File: src/core/pcf_regs.svh
`ifndef PCF_REGS_SVH
`define PCF_REGS_SVH

// ==========================================================
// register byte offsets
`define PCF_OFS_COUNT      8'h30
`define PCF_OFS_PERIOD     8'h34
`define PCF_OFS_DUTY       8'h38
`define PCF_OFS_CTRL       8'h3c
`define PCF_OFS_INT_STS    8'h40
`define PCF_OFS_INT_EN     8'h44
`define PCF_OFS_FIFO_CTRL  8'h50
`define PCF_OFS_FIFO_STS   8'h54
`define PCF_OFS_TOUT       8'h58
`define PCF_OFS_FIFO_ENTRY 8'h60

// ==========================================================
// field positions
`define PCF_STS_FULL_BIT   0
`define PCF_STS_OVF_BIT    1
`define PCF_STS_WM_BIT     2
`define PCF_STS_TOUT_BIT   3
`define PCF_STS_EMPTY_BIT  4
`define PCF_INT_CH_BIT     3
`define PCF_INT_POL_BIT    11
`define PCF_ENTRY_POL_BIT  31

// ==========================================================
// writable masks and reset values
`define PCF_CTRL_WMASK     32'hffff_737f
`define PCF_FCTRL_WMASK    32'h0000_037f
`define PCF_TOUT_WMASK     32'h000f_ffff
`define PCF_RST_WORD       32'h0000_0000

// ==========================================================
// operating mode codes and scale limits
`define PCF_MODE_ONESHOT   2'b00
`define PCF_MODE_CONT      2'b01
`define PCF_MODE_CAPTURE   2'b10
`define PCF_SCALE_ZERO_DIV 10'd512

`endif

File: src/core/pcf_pkg.sv
package pcf_pkg;

  // ==========================================================
  // control word of the channel
  typedef struct packed {
    logic [7:0] rpt;
    logic [7:0] scale;
    logic       rsv15;
    logic [2:0] prescale;
    logic [1:0] rsv11;
    logic       clk_sel;
    logic       power_saving_on;
    logic       rsv7;
    logic       conlock;
    logic       center_mode;
    logic       inactive_pol;
    logic       duty_pol;
    logic [1:0] mode;
    logic       enable;
  } pcf_ctrl_type;

  // ==========================================================
  // fifo control word
  typedef struct packed {
    logic [21:0] rsv10;
    logic        timeout_en;
    logic        dma_mode_en;
    logic        rsv7;
    logic [2:0]  watermark;
    logic        wm_int_en;
    logic        ovf_int_en;
    logic        full_int_en;
    logic        fifo_mode_sel;
  } pcf_fifo_ctrl_type;

  // ==========================================================
  // one captured phase and one latched bus request
  typedef struct packed {
    logic        pol;
    logic [30:0] cycles;
  } pcf_entry_type;

  typedef struct packed {
    logic [7:0] addr;
    logic       write;
  } pcf_req_type;

  typedef enum logic [1:0] {BUS_IDLE, BUS_WR, BUS_RD_WAIT, BUS_RD_DONE} pcf_bus_state_type;

endpackage

File: src/core/pcf_channel.sv
// Overview of operation
// fifo-mode select bit 0 routes captured phases into the fifo.
// fifo status bit 4 reads one while the fifo is empty.
// watermark status bit 2 sets at almost-full level; write one clears.
// overflow status bit 1 sets when a phase arrives with fifo full.
// full status bit 0 sets when the fifo becomes full; write one clears.
// 20-bit timeout in pwm clocks sets status bit 3; write one clears.
// fifo entry bit 31 is the measured phase level.
// fifo entry bits 30:0 hold the phase length in pwm clocks.
// software disables the channel before changing clock settings.
// on capture interrupt software reads high or low count by polarity flag.
// dma capture only on this channel, configured before enabling.
// dma mode raises a request; the dma controller drains the counts.
// one-shot end raises channel interrupt and clears the enable bit.
// software sets repeat count and interrupt enable for one-shot use.
// low-power bit with channel inactive stops the prescaler clock.
// software leaves low power only with the channel disabled.
// new period and duty take effect when the current period ends; with conlock set the old values are kept.
// mode or divider changes while active are accepted immediately.
// pwm clock is clock/2^prescale, optionally /2*scale, scale 0 means 512.
// mode 00 one-shot, 01 continuous, 10 capture.
// repeat count n gives n+1 periods in one-shot mode.
// fifo control bits 6:4 hold the almost-full watermark.
// each finished input phase pushes one entry; reading the entry pops it.
// fifo interrupt is the or of enabled fifo status bits.
`include "pcf_regs.svh"

module pcf_channel #(
  parameter int FIFO_DEPTH = 8,
  parameter int FIFO_AW    = 3
) (
  // clock and reset
  input  wire logic        i_ref_clk,
  input  wire logic        i_rst_n,
  // ahb-lite slave
  input  wire logic        i_hsel,
  input  wire logic [31:0] i_haddr,
  input  wire logic [1:0]  i_htrans,
  input  wire logic        i_hwrite,
  input  wire logic [2:0]  i_hsize,
  input  wire logic [31:0] i_hwdata,
  input  wire logic        i_hready,
  output logic             o_hreadyout,
  output logic [31:0]      o_hrdata,
  output logic             o_hresp,
  // two-way waveform pin
  input  wire logic        i_pwm_pin,
  output logic             o_pwm_pin,
  output logic             o_pwm_pin_oe,
  // interrupts, dma and power
  output logic             o_ch_irq,
  output logic             o_fifo_irq,
  output logic             o_dma_req,
  output logic             o_prescale_gated
);
  import pcf_pkg::*;

  // ==========================================================
  // registers
  pcf_ctrl_type      ctrl;
  pcf_fifo_ctrl_type fctrl;
  pcf_req_type       req;
  pcf_bus_state_type bus_state;
  logic [31:0] period_prog, duty_prog, period_act, duty_act;
  logic [31:0] hpc_cap, lpc_cap, pwm_cnt;
  logic [19:0] tout_thr, tout_cnt;
  logic [3:0]  fifo_sts;
  logic        int_ch, int_pol, int_en;
  logic [7:0]  rpt_cnt;
  logic [6:0]  pre_cnt;
  logic [9:0]  sc_cnt;
  logic        sync1, sync2, sync3, in_lvl;
  logic [30:0] phase_cnt;
  logic [31:0] fifo_mem [FIFO_DEPTH];
  logic [FIFO_AW-1:0] wr_ptr, rd_ptr;
  logic [FIFO_AW:0]   fifo_cnt;

  // ==========================================================
  // bus decode
  logic wr_en, rd_cap, pop, accept;
  logic [31:0] rd_mux;
  assign accept = i_hsel && i_htrans[1] && i_hready;
  assign wr_en  = (bus_state == BUS_WR);
  assign rd_cap = (bus_state == BUS_RD_WAIT);
  assign pop    = rd_cap && (req.addr == `PCF_OFS_FIFO_ENTRY) && (fifo_cnt != '0);
  assign o_hreadyout = (bus_state != BUS_RD_WAIT);
  assign o_hresp     = 1'b0;

  function automatic logic wr_to(input logic [7:0] ofs);
    wr_to = wr_en && (req.addr == ofs);
  endfunction

  // ==========================================================
  // clock divider chain
  logic run_pre, pre_tick, sc_tick, pwm_tick;
  logic [9:0] sc_lim;
  assign run_pre  = !(ctrl.power_saving_on && !ctrl.enable);
  assign o_prescale_gated = !run_pre;
  assign pre_tick = run_pre && (pre_cnt == 7'((8'd1 << ctrl.prescale) - 8'd1));
  assign sc_lim   = (ctrl.scale == 8'h00) ? `PCF_SCALE_ZERO_DIV : {1'b0, ctrl.scale, 1'b0};
  assign sc_tick  = pre_tick && (sc_cnt == sc_lim - 10'd1);
  assign pwm_tick = ctrl.clk_sel ? sc_tick : pre_tick;

  // prescaler; a divider change mid-run keeps the running count, which restarts at its tick or, if already past the new limit, at its 7-bit wrap
  always_ff @(posedge i_ref_clk or negedge i_rst_n) begin
    if (!i_rst_n) begin
      pre_cnt <= '0;
    end else if (pre_tick || !run_pre) begin
      pre_cnt <= '0;
    end else begin
      pre_cnt <= pre_cnt + 7'd1;
    end
  end

  // scaler on the prescaled pulse
  always_ff @(posedge i_ref_clk or negedge i_rst_n) begin
    if (!i_rst_n) begin
      sc_cnt <= '0;
    end else if (sc_tick || sc_cnt >= sc_lim) begin
      sc_cnt <= '0;
    end else if (pre_tick) begin
      sc_cnt <= sc_cnt + 10'd1;
    end
  end

  // ==========================================================
  // waveform generation
  logic gen_mode, cap_mode, per_end, last_rpt, active, shot_done;
  logic [31:0] per_h, dut_h;
  assign cap_mode  = ctrl.enable && (ctrl.mode == `PCF_MODE_CAPTURE);
  assign gen_mode  = ctrl.enable && (ctrl.mode == `PCF_MODE_ONESHOT || ctrl.mode == `PCF_MODE_CONT);
  assign per_end   = gen_mode && pwm_tick && (pwm_cnt + 32'd1 >= period_act);
  assign last_rpt  = (rpt_cnt == ctrl.rpt);
  assign shot_done = per_end && (ctrl.mode == `PCF_MODE_ONESHOT) && last_rpt;
  assign per_h     = {1'b0, period_act[31:1]};
  assign dut_h     = {1'b0, duty_act[31:1]};
  assign active    = ctrl.center_mode ? (pwm_cnt >= per_h - dut_h && pwm_cnt < per_h + dut_h)
                                      : (pwm_cnt < duty_act);

  // period counter, also the free count in capture mode
  always_ff @(posedge i_ref_clk or negedge i_rst_n) begin
    if (!i_rst_n) begin
      pwm_cnt <= '0;
    end else if (!ctrl.enable || per_end) begin
      pwm_cnt <= '0;
    end else if (pwm_tick) begin
      pwm_cnt <= pwm_cnt + 32'd1;
    end
  end

  // shadow period and duty load at period end or while disabled, unless conlock is set, so a cycle is never torn
  always_ff @(posedge i_ref_clk or negedge i_rst_n) begin
    if (!i_rst_n) begin
      period_act <= '0;
      duty_act   <= '0;
    end else if ((!ctrl.enable || per_end) && !ctrl.conlock) begin
      period_act <= ctrl.center_mode ? {period_prog[31:1], 1'b0} : period_prog;
      duty_act   <= ctrl.center_mode ? {duty_prog[31:1], 1'b0} : duty_prog;
    end
  end

  // repeat counter for one-shot bursts
  always_ff @(posedge i_ref_clk or negedge i_rst_n) begin
    if (!i_rst_n) begin
      rpt_cnt <= '0;
    end else if (!ctrl.enable || shot_done) begin
      rpt_cnt <= '0;
    end else if (per_end) begin
      rpt_cnt <= rpt_cnt + 8'd1;
    end
  end

  // pin output registered; driven only when not measuring
  always_ff @(posedge i_ref_clk or negedge i_rst_n) begin
    if (!i_rst_n) begin
      o_pwm_pin    <= 1'b0;
      o_pwm_pin_oe <= 1'b0;
    end else begin
      o_pwm_pin    <= gen_mode ? (active ? ctrl.duty_pol : !ctrl.duty_pol) : ctrl.inactive_pol;
      o_pwm_pin_oe <= (ctrl.mode != `PCF_MODE_CAPTURE);
    end
  end

  // ==========================================================
  // capture of input phases
  logic phase_end;
  pcf_entry_type entry;
  assign phase_end = cap_mode && (sync2 == sync3) && (sync3 != in_lvl);
  assign entry     = '{pol: in_lvl, cycles: phase_cnt + {30'h0, pwm_tick}}; // closing tick counts too, see R7

  // three-stage synchroniser; level accepted once stages two and three agree
  always_ff @(posedge i_ref_clk or negedge i_rst_n) begin
    if (!i_rst_n) begin
      sync1  <= 1'b0;
      sync2  <= 1'b0;
      sync3  <= 1'b0;
      in_lvl <= 1'b0;
    end else begin
      sync1 <= i_pwm_pin;
      sync2 <= sync1;
      sync3 <= sync2;
      if (sync2 == sync3) begin
        in_lvl <= sync3;
      end
    end
  end

  // phase length in pwm clocks
  always_ff @(posedge i_ref_clk or negedge i_rst_n) begin
    if (!i_rst_n) begin
      phase_cnt <= '0;
    end else if (!cap_mode || phase_end) begin
      phase_cnt <= '0;
    end else if (pwm_tick) begin
      phase_cnt <= phase_cnt + 31'd1;
    end
  end

  // single high and low capture registers
  always_ff @(posedge i_ref_clk or negedge i_rst_n) begin
    if (!i_rst_n) begin
      hpc_cap <= '0;
      lpc_cap <= '0;
    end else if (phase_end) begin
      if (in_lvl) begin
        hpc_cap <= {1'b0, entry.cycles};
      end else begin
        lpc_cap <= {1'b0, entry.cycles};
      end
    end
  end

  // ==========================================================
  // measurement fifo
  logic push, fifo_full, fifo_empty, wm_hit;
  assign fifo_full  = (fifo_cnt == (FIFO_AW+1)'(FIFO_DEPTH));
  assign fifo_empty = (fifo_cnt == '0);
  assign push       = phase_end && fctrl.fifo_mode_sel && !fifo_full; // see R1
  assign wm_hit     = (fifo_cnt >= (FIFO_AW+1)'(fctrl.watermark));
  assign o_dma_req  = fctrl.dma_mode_en && fctrl.fifo_mode_sel && !fifo_empty && wm_hit; // see R11

  // storage, written only on a push
  always_ff @(posedge i_ref_clk) begin
    if (push) begin
      fifo_mem[wr_ptr] <= entry;
    end
  end

  // pointers and fill level
  always_ff @(posedge i_ref_clk or negedge i_rst_n) begin
    if (!i_rst_n) begin
      wr_ptr   <= '0;
      rd_ptr   <= '0;
      fifo_cnt <= '0;
    end else begin
      if (push) begin
        wr_ptr <= wr_ptr + 1'b1;
      end
      if (pop) begin
        rd_ptr <= rd_ptr + 1'b1;
      end
      fifo_cnt <= fifo_cnt + (FIFO_AW+1)'(push) - (FIFO_AW+1)'(pop);
    end
  end

  // timeout counts pwm clocks while data waits unread
  logic tout_fire;
  assign tout_fire = fctrl.timeout_en && !fifo_empty && pwm_tick && (tout_thr != '0)
                     && (tout_cnt == tout_thr - 20'd1);
  always_ff @(posedge i_ref_clk or negedge i_rst_n) begin
    if (!i_rst_n) begin
      tout_cnt <= '0;
    end else if (push || pop || fifo_empty || tout_fire) begin
      tout_cnt <= '0;
    end else if (pwm_tick && fctrl.timeout_en) begin
      tout_cnt <= tout_cnt + 20'd1;
    end
  end

  // sticky fifo events; a set in the clearing cycle wins
  logic [3:0] sts_set, sts_clr;
  assign sts_set[`PCF_STS_FULL_BIT] = push && (fifo_cnt == (FIFO_AW+1)'(FIFO_DEPTH - 1));
  assign sts_set[`PCF_STS_OVF_BIT]  = phase_end && fctrl.fifo_mode_sel && fifo_full;
  assign sts_set[`PCF_STS_WM_BIT]   = push && (fifo_cnt + 1'b1 >= (FIFO_AW+1)'(fctrl.watermark));
  assign sts_set[`PCF_STS_TOUT_BIT] = tout_fire;
  assign sts_clr = wr_to(`PCF_OFS_FIFO_STS) ? i_hwdata[3:0] : 4'h0;
  always_ff @(posedge i_ref_clk or negedge i_rst_n) begin
    if (!i_rst_n) begin
      fifo_sts <= '0;
    end else begin
      fifo_sts <= (fifo_sts & ~sts_clr) | sts_set;                    // see R3 see R4 see R5
    end
  end
  assign o_fifo_irq = |(fifo_sts & {fctrl.timeout_en, fctrl.wm_int_en, fctrl.ovf_int_en, fctrl.full_int_en});

  // channel interrupt and polarity flag
  logic ch_set;
  assign ch_set = shot_done || phase_end;
  always_ff @(posedge i_ref_clk or negedge i_rst_n) begin
    if (!i_rst_n) begin
      int_ch  <= 1'b0;
      int_pol <= 1'b0;
    end else if (ch_set) begin
      int_ch  <= 1'b1;
      int_pol <= phase_end ? in_lvl : int_pol;
    end else if (wr_to(`PCF_OFS_INT_STS) && i_hwdata[`PCF_INT_CH_BIT]) begin
      int_ch  <= 1'b0;
      int_pol <= 1'b0;
    end
  end
  assign o_ch_irq = int_ch && int_en;

  // ==========================================================
  // software registers; one-shot end clears enable unless rewritten
  always_ff @(posedge i_ref_clk or negedge i_rst_n) begin
    if (!i_rst_n) begin
      ctrl        <= `PCF_RST_WORD;
      fctrl       <= `PCF_RST_WORD;
      period_prog <= `PCF_RST_WORD;
      duty_prog   <= `PCF_RST_WORD;
      tout_thr    <= '0;
      int_en      <= 1'b0;
    end else begin
      if (wr_to(`PCF_OFS_CTRL)) begin
        ctrl <= i_hwdata & `PCF_CTRL_WMASK;
      end else if (shot_done) begin
        ctrl.enable <= 1'b0;
      end
      if (wr_to(`PCF_OFS_FIFO_CTRL)) begin
        fctrl <= i_hwdata & `PCF_FCTRL_WMASK;
      end
      if (wr_to(`PCF_OFS_PERIOD)) begin
        period_prog <= i_hwdata;
      end
      if (wr_to(`PCF_OFS_DUTY)) begin
        duty_prog <= i_hwdata;
      end
      if (wr_to(`PCF_OFS_TOUT)) begin
        tout_thr <= i_hwdata[19:0];
      end
      if (wr_to(`PCF_OFS_INT_EN)) begin
        int_en <= i_hwdata[`PCF_INT_CH_BIT];
      end
    end
  end

  // ==========================================================
  // read mux; capture mode shows measured counts
  always_comb begin
    rd_mux = 32'h0000_0000;
    unique case (req.addr)
      `PCF_OFS_COUNT:      rd_mux = pwm_cnt;
      `PCF_OFS_PERIOD:     rd_mux = (ctrl.mode == `PCF_MODE_CAPTURE) ? hpc_cap : period_prog;
      `PCF_OFS_DUTY:       rd_mux = (ctrl.mode == `PCF_MODE_CAPTURE) ? lpc_cap : duty_prog;
      `PCF_OFS_CTRL:       rd_mux = ctrl;
      `PCF_OFS_INT_STS:    rd_mux = {20'h0, int_pol, 7'h0, int_ch, 3'h0};
      `PCF_OFS_INT_EN:     rd_mux = {28'h0, int_en, 3'h0};
      `PCF_OFS_FIFO_CTRL:  rd_mux = fctrl;
      `PCF_OFS_FIFO_STS:   rd_mux = {27'h0, fifo_empty, fifo_sts};
      `PCF_OFS_TOUT:       rd_mux = {12'h0, tout_thr};
      `PCF_OFS_FIFO_ENTRY: rd_mux = fifo_empty ? 32'h0000_0000 : fifo_mem[rd_ptr];
      default:             rd_mux = 32'h0000_0000;
    endcase
  end

  // bus phases; reads take one wait state so the data leaves a flop
  always_ff @(posedge i_ref_clk or negedge i_rst_n) begin
    if (!i_rst_n) begin
      bus_state <= BUS_IDLE;
      req       <= '0;
      o_hrdata  <= '0;
    end else begin
      unique case (bus_state)
        BUS_RD_WAIT: begin
          o_hrdata  <= rd_mux;
          bus_state <= BUS_RD_DONE;
        end
        BUS_IDLE, BUS_WR, BUS_RD_DONE: begin
          if (accept) begin
            req       <= '{addr: i_haddr[7:0], write: i_hwrite};
            bus_state <= i_hwrite ? BUS_WR : BUS_RD_WAIT;
          end else begin
            bus_state <= BUS_IDLE;
          end
        end
      endcase
    end
  end

endmodule

File: config.mk
export PLATFORM = sky130hd
export DESIGN_NAME = pcf_channel
export DESIGN_NICKNAME = d
export VERILOG_FILES = /design/src/core/pcf_pkg.sv /design/src/core/pcf_channel.sv
export VERILOG_INCLUDE_DIRS = /design/src /design/src/core
export SDC_FILE = /design/constraint.sdc
export NUM_CORES = 1
export LEC_CHECK = 0
export BUFFER_PORTS_ARGS = -buffer_cell sky130_fd_sc_hd__buf_2
export CAP_MARGIN = 25
export CORE_MARGIN = 2
export CORE_UTILIZATION = 35
export DETAILED_ROUTE_END_ITERATION = 12
export PLACE_DENSITY_LB_ADDON = 0.08
export SKIP_LAST_GASP = 1
export SLEW_MARGIN = 20
export SYNTH_ARGS = -nofsm -noshare
export SYNTH_HDL_FRONTEND = slang
export SYNTH_SLANG_ARGS = --single-unit
File: constraint.sdc
create_clock -name i_ref_clk -period 4.8 [get_ports i_ref_clk]
set_input_delay 0.24 -clock i_ref_clk [delete_from_list [all_inputs] [get_ports i_ref_clk]]
set_output_delay 0.24 -clock i_ref_clk [all_outputs]
set_load 0.02 [all_outputs]
==> impl_metrics.toml <==
[status]
status = "completed"

[synthesis]
yosysSeqAreaShare_pct = 50.0
synth_top_family_by_area = "compound AO/OA/AOI/OAI gates"
synth_compound_area_share_pct = 12.1
synth_fp_nets = 3656
synthSimpleGateAreaFrac_pct = 11.9
synth_xor_area_share_pct = 5.61
netlist_area_um2 = 36400
yosys-top-cells-area = "dfrtp_1 29%, edfxtp_1 21%, ha_1 7.8%"
yosys.area_share.adder_pct = 8.03
synth.largest_area_cell = "dfrtp_1"
synth.most_common_cell = "dfrtp_1"
yosys_register_bits = 676
yosysWarnings = 0
synth_common_cells = "420 x dfrtp_1, 361 x nand2_1, 256 x edfxtp_1"
synthCells = 3350
async_flop_share_pct = 62.1
synth.area.mux_share_pct = 8.89
synth.distinct_cells = 77
synth_top_area_share_pct = 28.9
syn_avg_cell_area_um2 = 10.9
synth_edf_count = 256
synth-main-ff-cell = "dfrtp_1"

[floorplanning]
core_um2 = 103000
die_w_um = 326
rows = 118
fp.dieArea_um2 = 107000
initial_core_util_pct = 35.2
io_pins = 115
die_y_um = 326

[place]
hpwlAfterDp_um = 87400
io_buffers = 85
gp_congestion = 0.871

[cts]
cts.htree.levels = 3
clkSlewWorstSetupHoldPaths_ps = 60
cts_tree = "built"
cts_buffers = 77
cts_sinks = 676
cts-root-buf = "clkbuf_16"
clockBufferDepth = 3
clock_latency_ps = 640

[cells_and_area]
drive_above_1_share_pct = 19.3
final_nets = 3918
area_growth_pct = 18.6
fin_util_pct = 41.8

[critical_path]
cp-startpoint = "period_act[2]"
cp.required_ps = 5330
start_kind = "flop"
critPathKind = "reg -> reg"
crit_arrival_ps = 5160
endpoint_kind = "flop"
cp_max_fo = 4
r2r-start = "period_act[2]"

[sta]
max_freq_mhz = 216
period_needed_ps = 4640
fin_crit_sh_pct = 96.6
worst_slew_pin_slew_ps = 1090
setup_violations = 0
drv_slew = 0
rsz0062_at_grt = "true"
hold_viol_final = 0
holdWs_ps = 33.6
fin_skew_ps = 27.5
slew_headroom_pct = 27.7

[route]
ant_nets = 0
routed_wirelength_um = 118000
drtIter0Drc = 2214
route.detailed.drc = 0
first_pass_iters = 5
post_drt_wl_per_cell_um = 23.3
vias = 27000
routed_via_density = 5.34

[power]
leakage_nw = 17.8
switching_power_mw = 4.58
pwr-share-clk_pct = 38.8
pwr-share-seq_pct = 42.5
max-vdd-ir-drop_uv = 244
intPower_mw = 11.3
switching_share_pct = 28.9
power_density_nw_per_um2 = 368
combinationalPowerShare_pct = 18.7

[grt]
antenna_found_initial = 5
grt_pass1_vias = 27500
grt_pass1_wl_um = 178000
grt_usage_pct = 22.0
grt.overflow.total = 0
grt_max_degree = 116

[worst_hold_path]
worstHoldPathType = "in -> reg"
hp-start = "i_hwdata[19]"

[job]
drv_cap = 0
-- state kept, by name (all words and copies together), names as in the netlist, 10 cells and up --
name / flops
phase_cnt: 31
ctrl: 28
pwm_cnt: 32
tout_cnt: 20
sc_cnt: 10
period_prog: 32
period_act: 32
duty_prog: 32
tout_thr: 20
o_hrdata: 32
duty_act: 32
lpc_cap: 31
fifo_mem: 256
hpc_cap: 31
-- worst max-delay path, stage by stage (launching register included) --
cell      delay (ps)
dfrtp_2          420
buf_4            150
fa_2             390
nor2b_4          150
o311ai_2         210
buf_4            170
a211oi_4          60
nand4b_1         190
a31oi_1          130
buf_4            170
nor3_4           230
o41ai_2          100
buf_4            160
buf_4            130
a21oi_1          120
o21ai_1           80
xor2_1           160
ha_1             310
buf_4            110
nand2_1           40
nor2_1           100
nand4_1          110
o22ai_2          120
a31oi_2          130
a22oi_2          350
xnor2_1          160
o21ai_1           70
-- worst paths after layout --
kind,end,slack [ps],depth (start not counted)
max in group asynchronous,phase_cnt[13],3350,3
min in group asynchronous,pre_cnt[4],160,2
min,tout_thr[19],30,2
max,o_pwm_pin,160,26
min reg2reg,sync2,410,0
max reg2reg,o_pwm_pin,160,26
-- kinds of logic (layout without fill, tap and decap cells) --
| family | after synthesis | after routing |
|---|---|---|
| AND/OR/NAND/NOR | 931 | 931 |
| AO/OA/AOI/OAI | 724 | 724 |
| flip-flops | 676 | 676 |
| buffers and inverters | 326 | 650 |
| XOR/XNOR | 233 | 233 |
| adder cells (fa/ha/maj) | 232 | 232 |
| multiplexers | 227 | 227 |
| other | 1 | 4 |
-- power by group through the flow --
stage	clock (mW)	sequential, mW	combinational, mW
final	6.15	6.75	2.96
after global routing	6.54	6.80	3.32
after CTS	6.32	6.75	2.97
after detailed placement	0	6.85	2.89
after global placement	0	6.84	2.85
after floorplan	0	6.64	1.94
-- area by class of cell --
class                   count  area (um2)
repair buffers            344        2650
clock inverters            34         382
well taps                1380        1730
flip-flops and latches    676       18200
fillers                  9982       60200
multi-input cells        2348       17300
inverters                 165         619
diodes                      3        7.51
clock buffers             107        2280
-- metal layers --
metal	vias to the layer above	part of all wire [%]	global-route usage, %
met5	-	0	0
met4	0	2.2	5.72
met3	118	3.6	2.06
met2	586	47	35.7
met1	13700	48	31.7
li1	12600	-	-
-- layout by cell type, fill, tap and decap left out, types with 12 or more instances in the layout --
cell type,netlist,final
and2_1,13,12
a221oi_1,16,16
or3_1,21,21
o21a_1,13,13
dfrtp_1,420,416
xnor2_1,140,140
o21ai_1,5,12
nor2b_1,32,30
o21bai_1,20,20
nand3_1,71,69
a22o_1,27,27
clkbuf_8,0,15
clkbuf_16,0,81
mux4_2,64,64
ha_1,228,225
nand2b_1,20,20
a211oi_1,24,21
nor3_1,51,45
xor2_1,93,89
a22oi_1,44,43
buf_2,10,84
a21oi_1,212,206
inv_1,161,161
dlygate4sd3_1,0,43
nand2_1,361,358
nand4_1,46,46
a21o_1,42,42
buf_12,0,12
nor2_1,233,220
o211ai_1,13,13
o21ai_0,226,218
buf_4,1,203
mux2_2,128,128
nor4_1,17,15
mux2i_1,35,35
clkinv_2,0,16
and3_1,20,19
edfxtp_1,256,256
-- per-stage QoR --
step | cell area [um2] | total power, mW | instances | setup TNS [ps] | setup slack [ps]
3_5_place_dp | 39700 | 9.75 | 4861 | -440 | -440
6_report | 43200 | 15.9 | 5057 | 0 | 161
3_3_place_gp | 39700 | 9.69 | 4859 | -729 | -396
2_1_floorplan | 36400 | 8.58 | 3350 | 0 | 213
5_1_grt | 43100 | 16.7 | 5054 | -130 | -129
4_1_cts | 42900 | 16.0 | 5047 | -76.9 | -13.7
-- timing repair --
| action | CTS | global route |
|---|---|---|
| hold buffers | 43 | 0 |
| pin swaps | 10 | 15 |
| setup endpoints to repair | 4 | 135 |
| setup buffers | 2 | 7 |
| endpoints found under the hold margin | 188 | 0 |
| resized for setup | 20 | 38 |
Note: power is estimated with default switching activity, not from simulation.
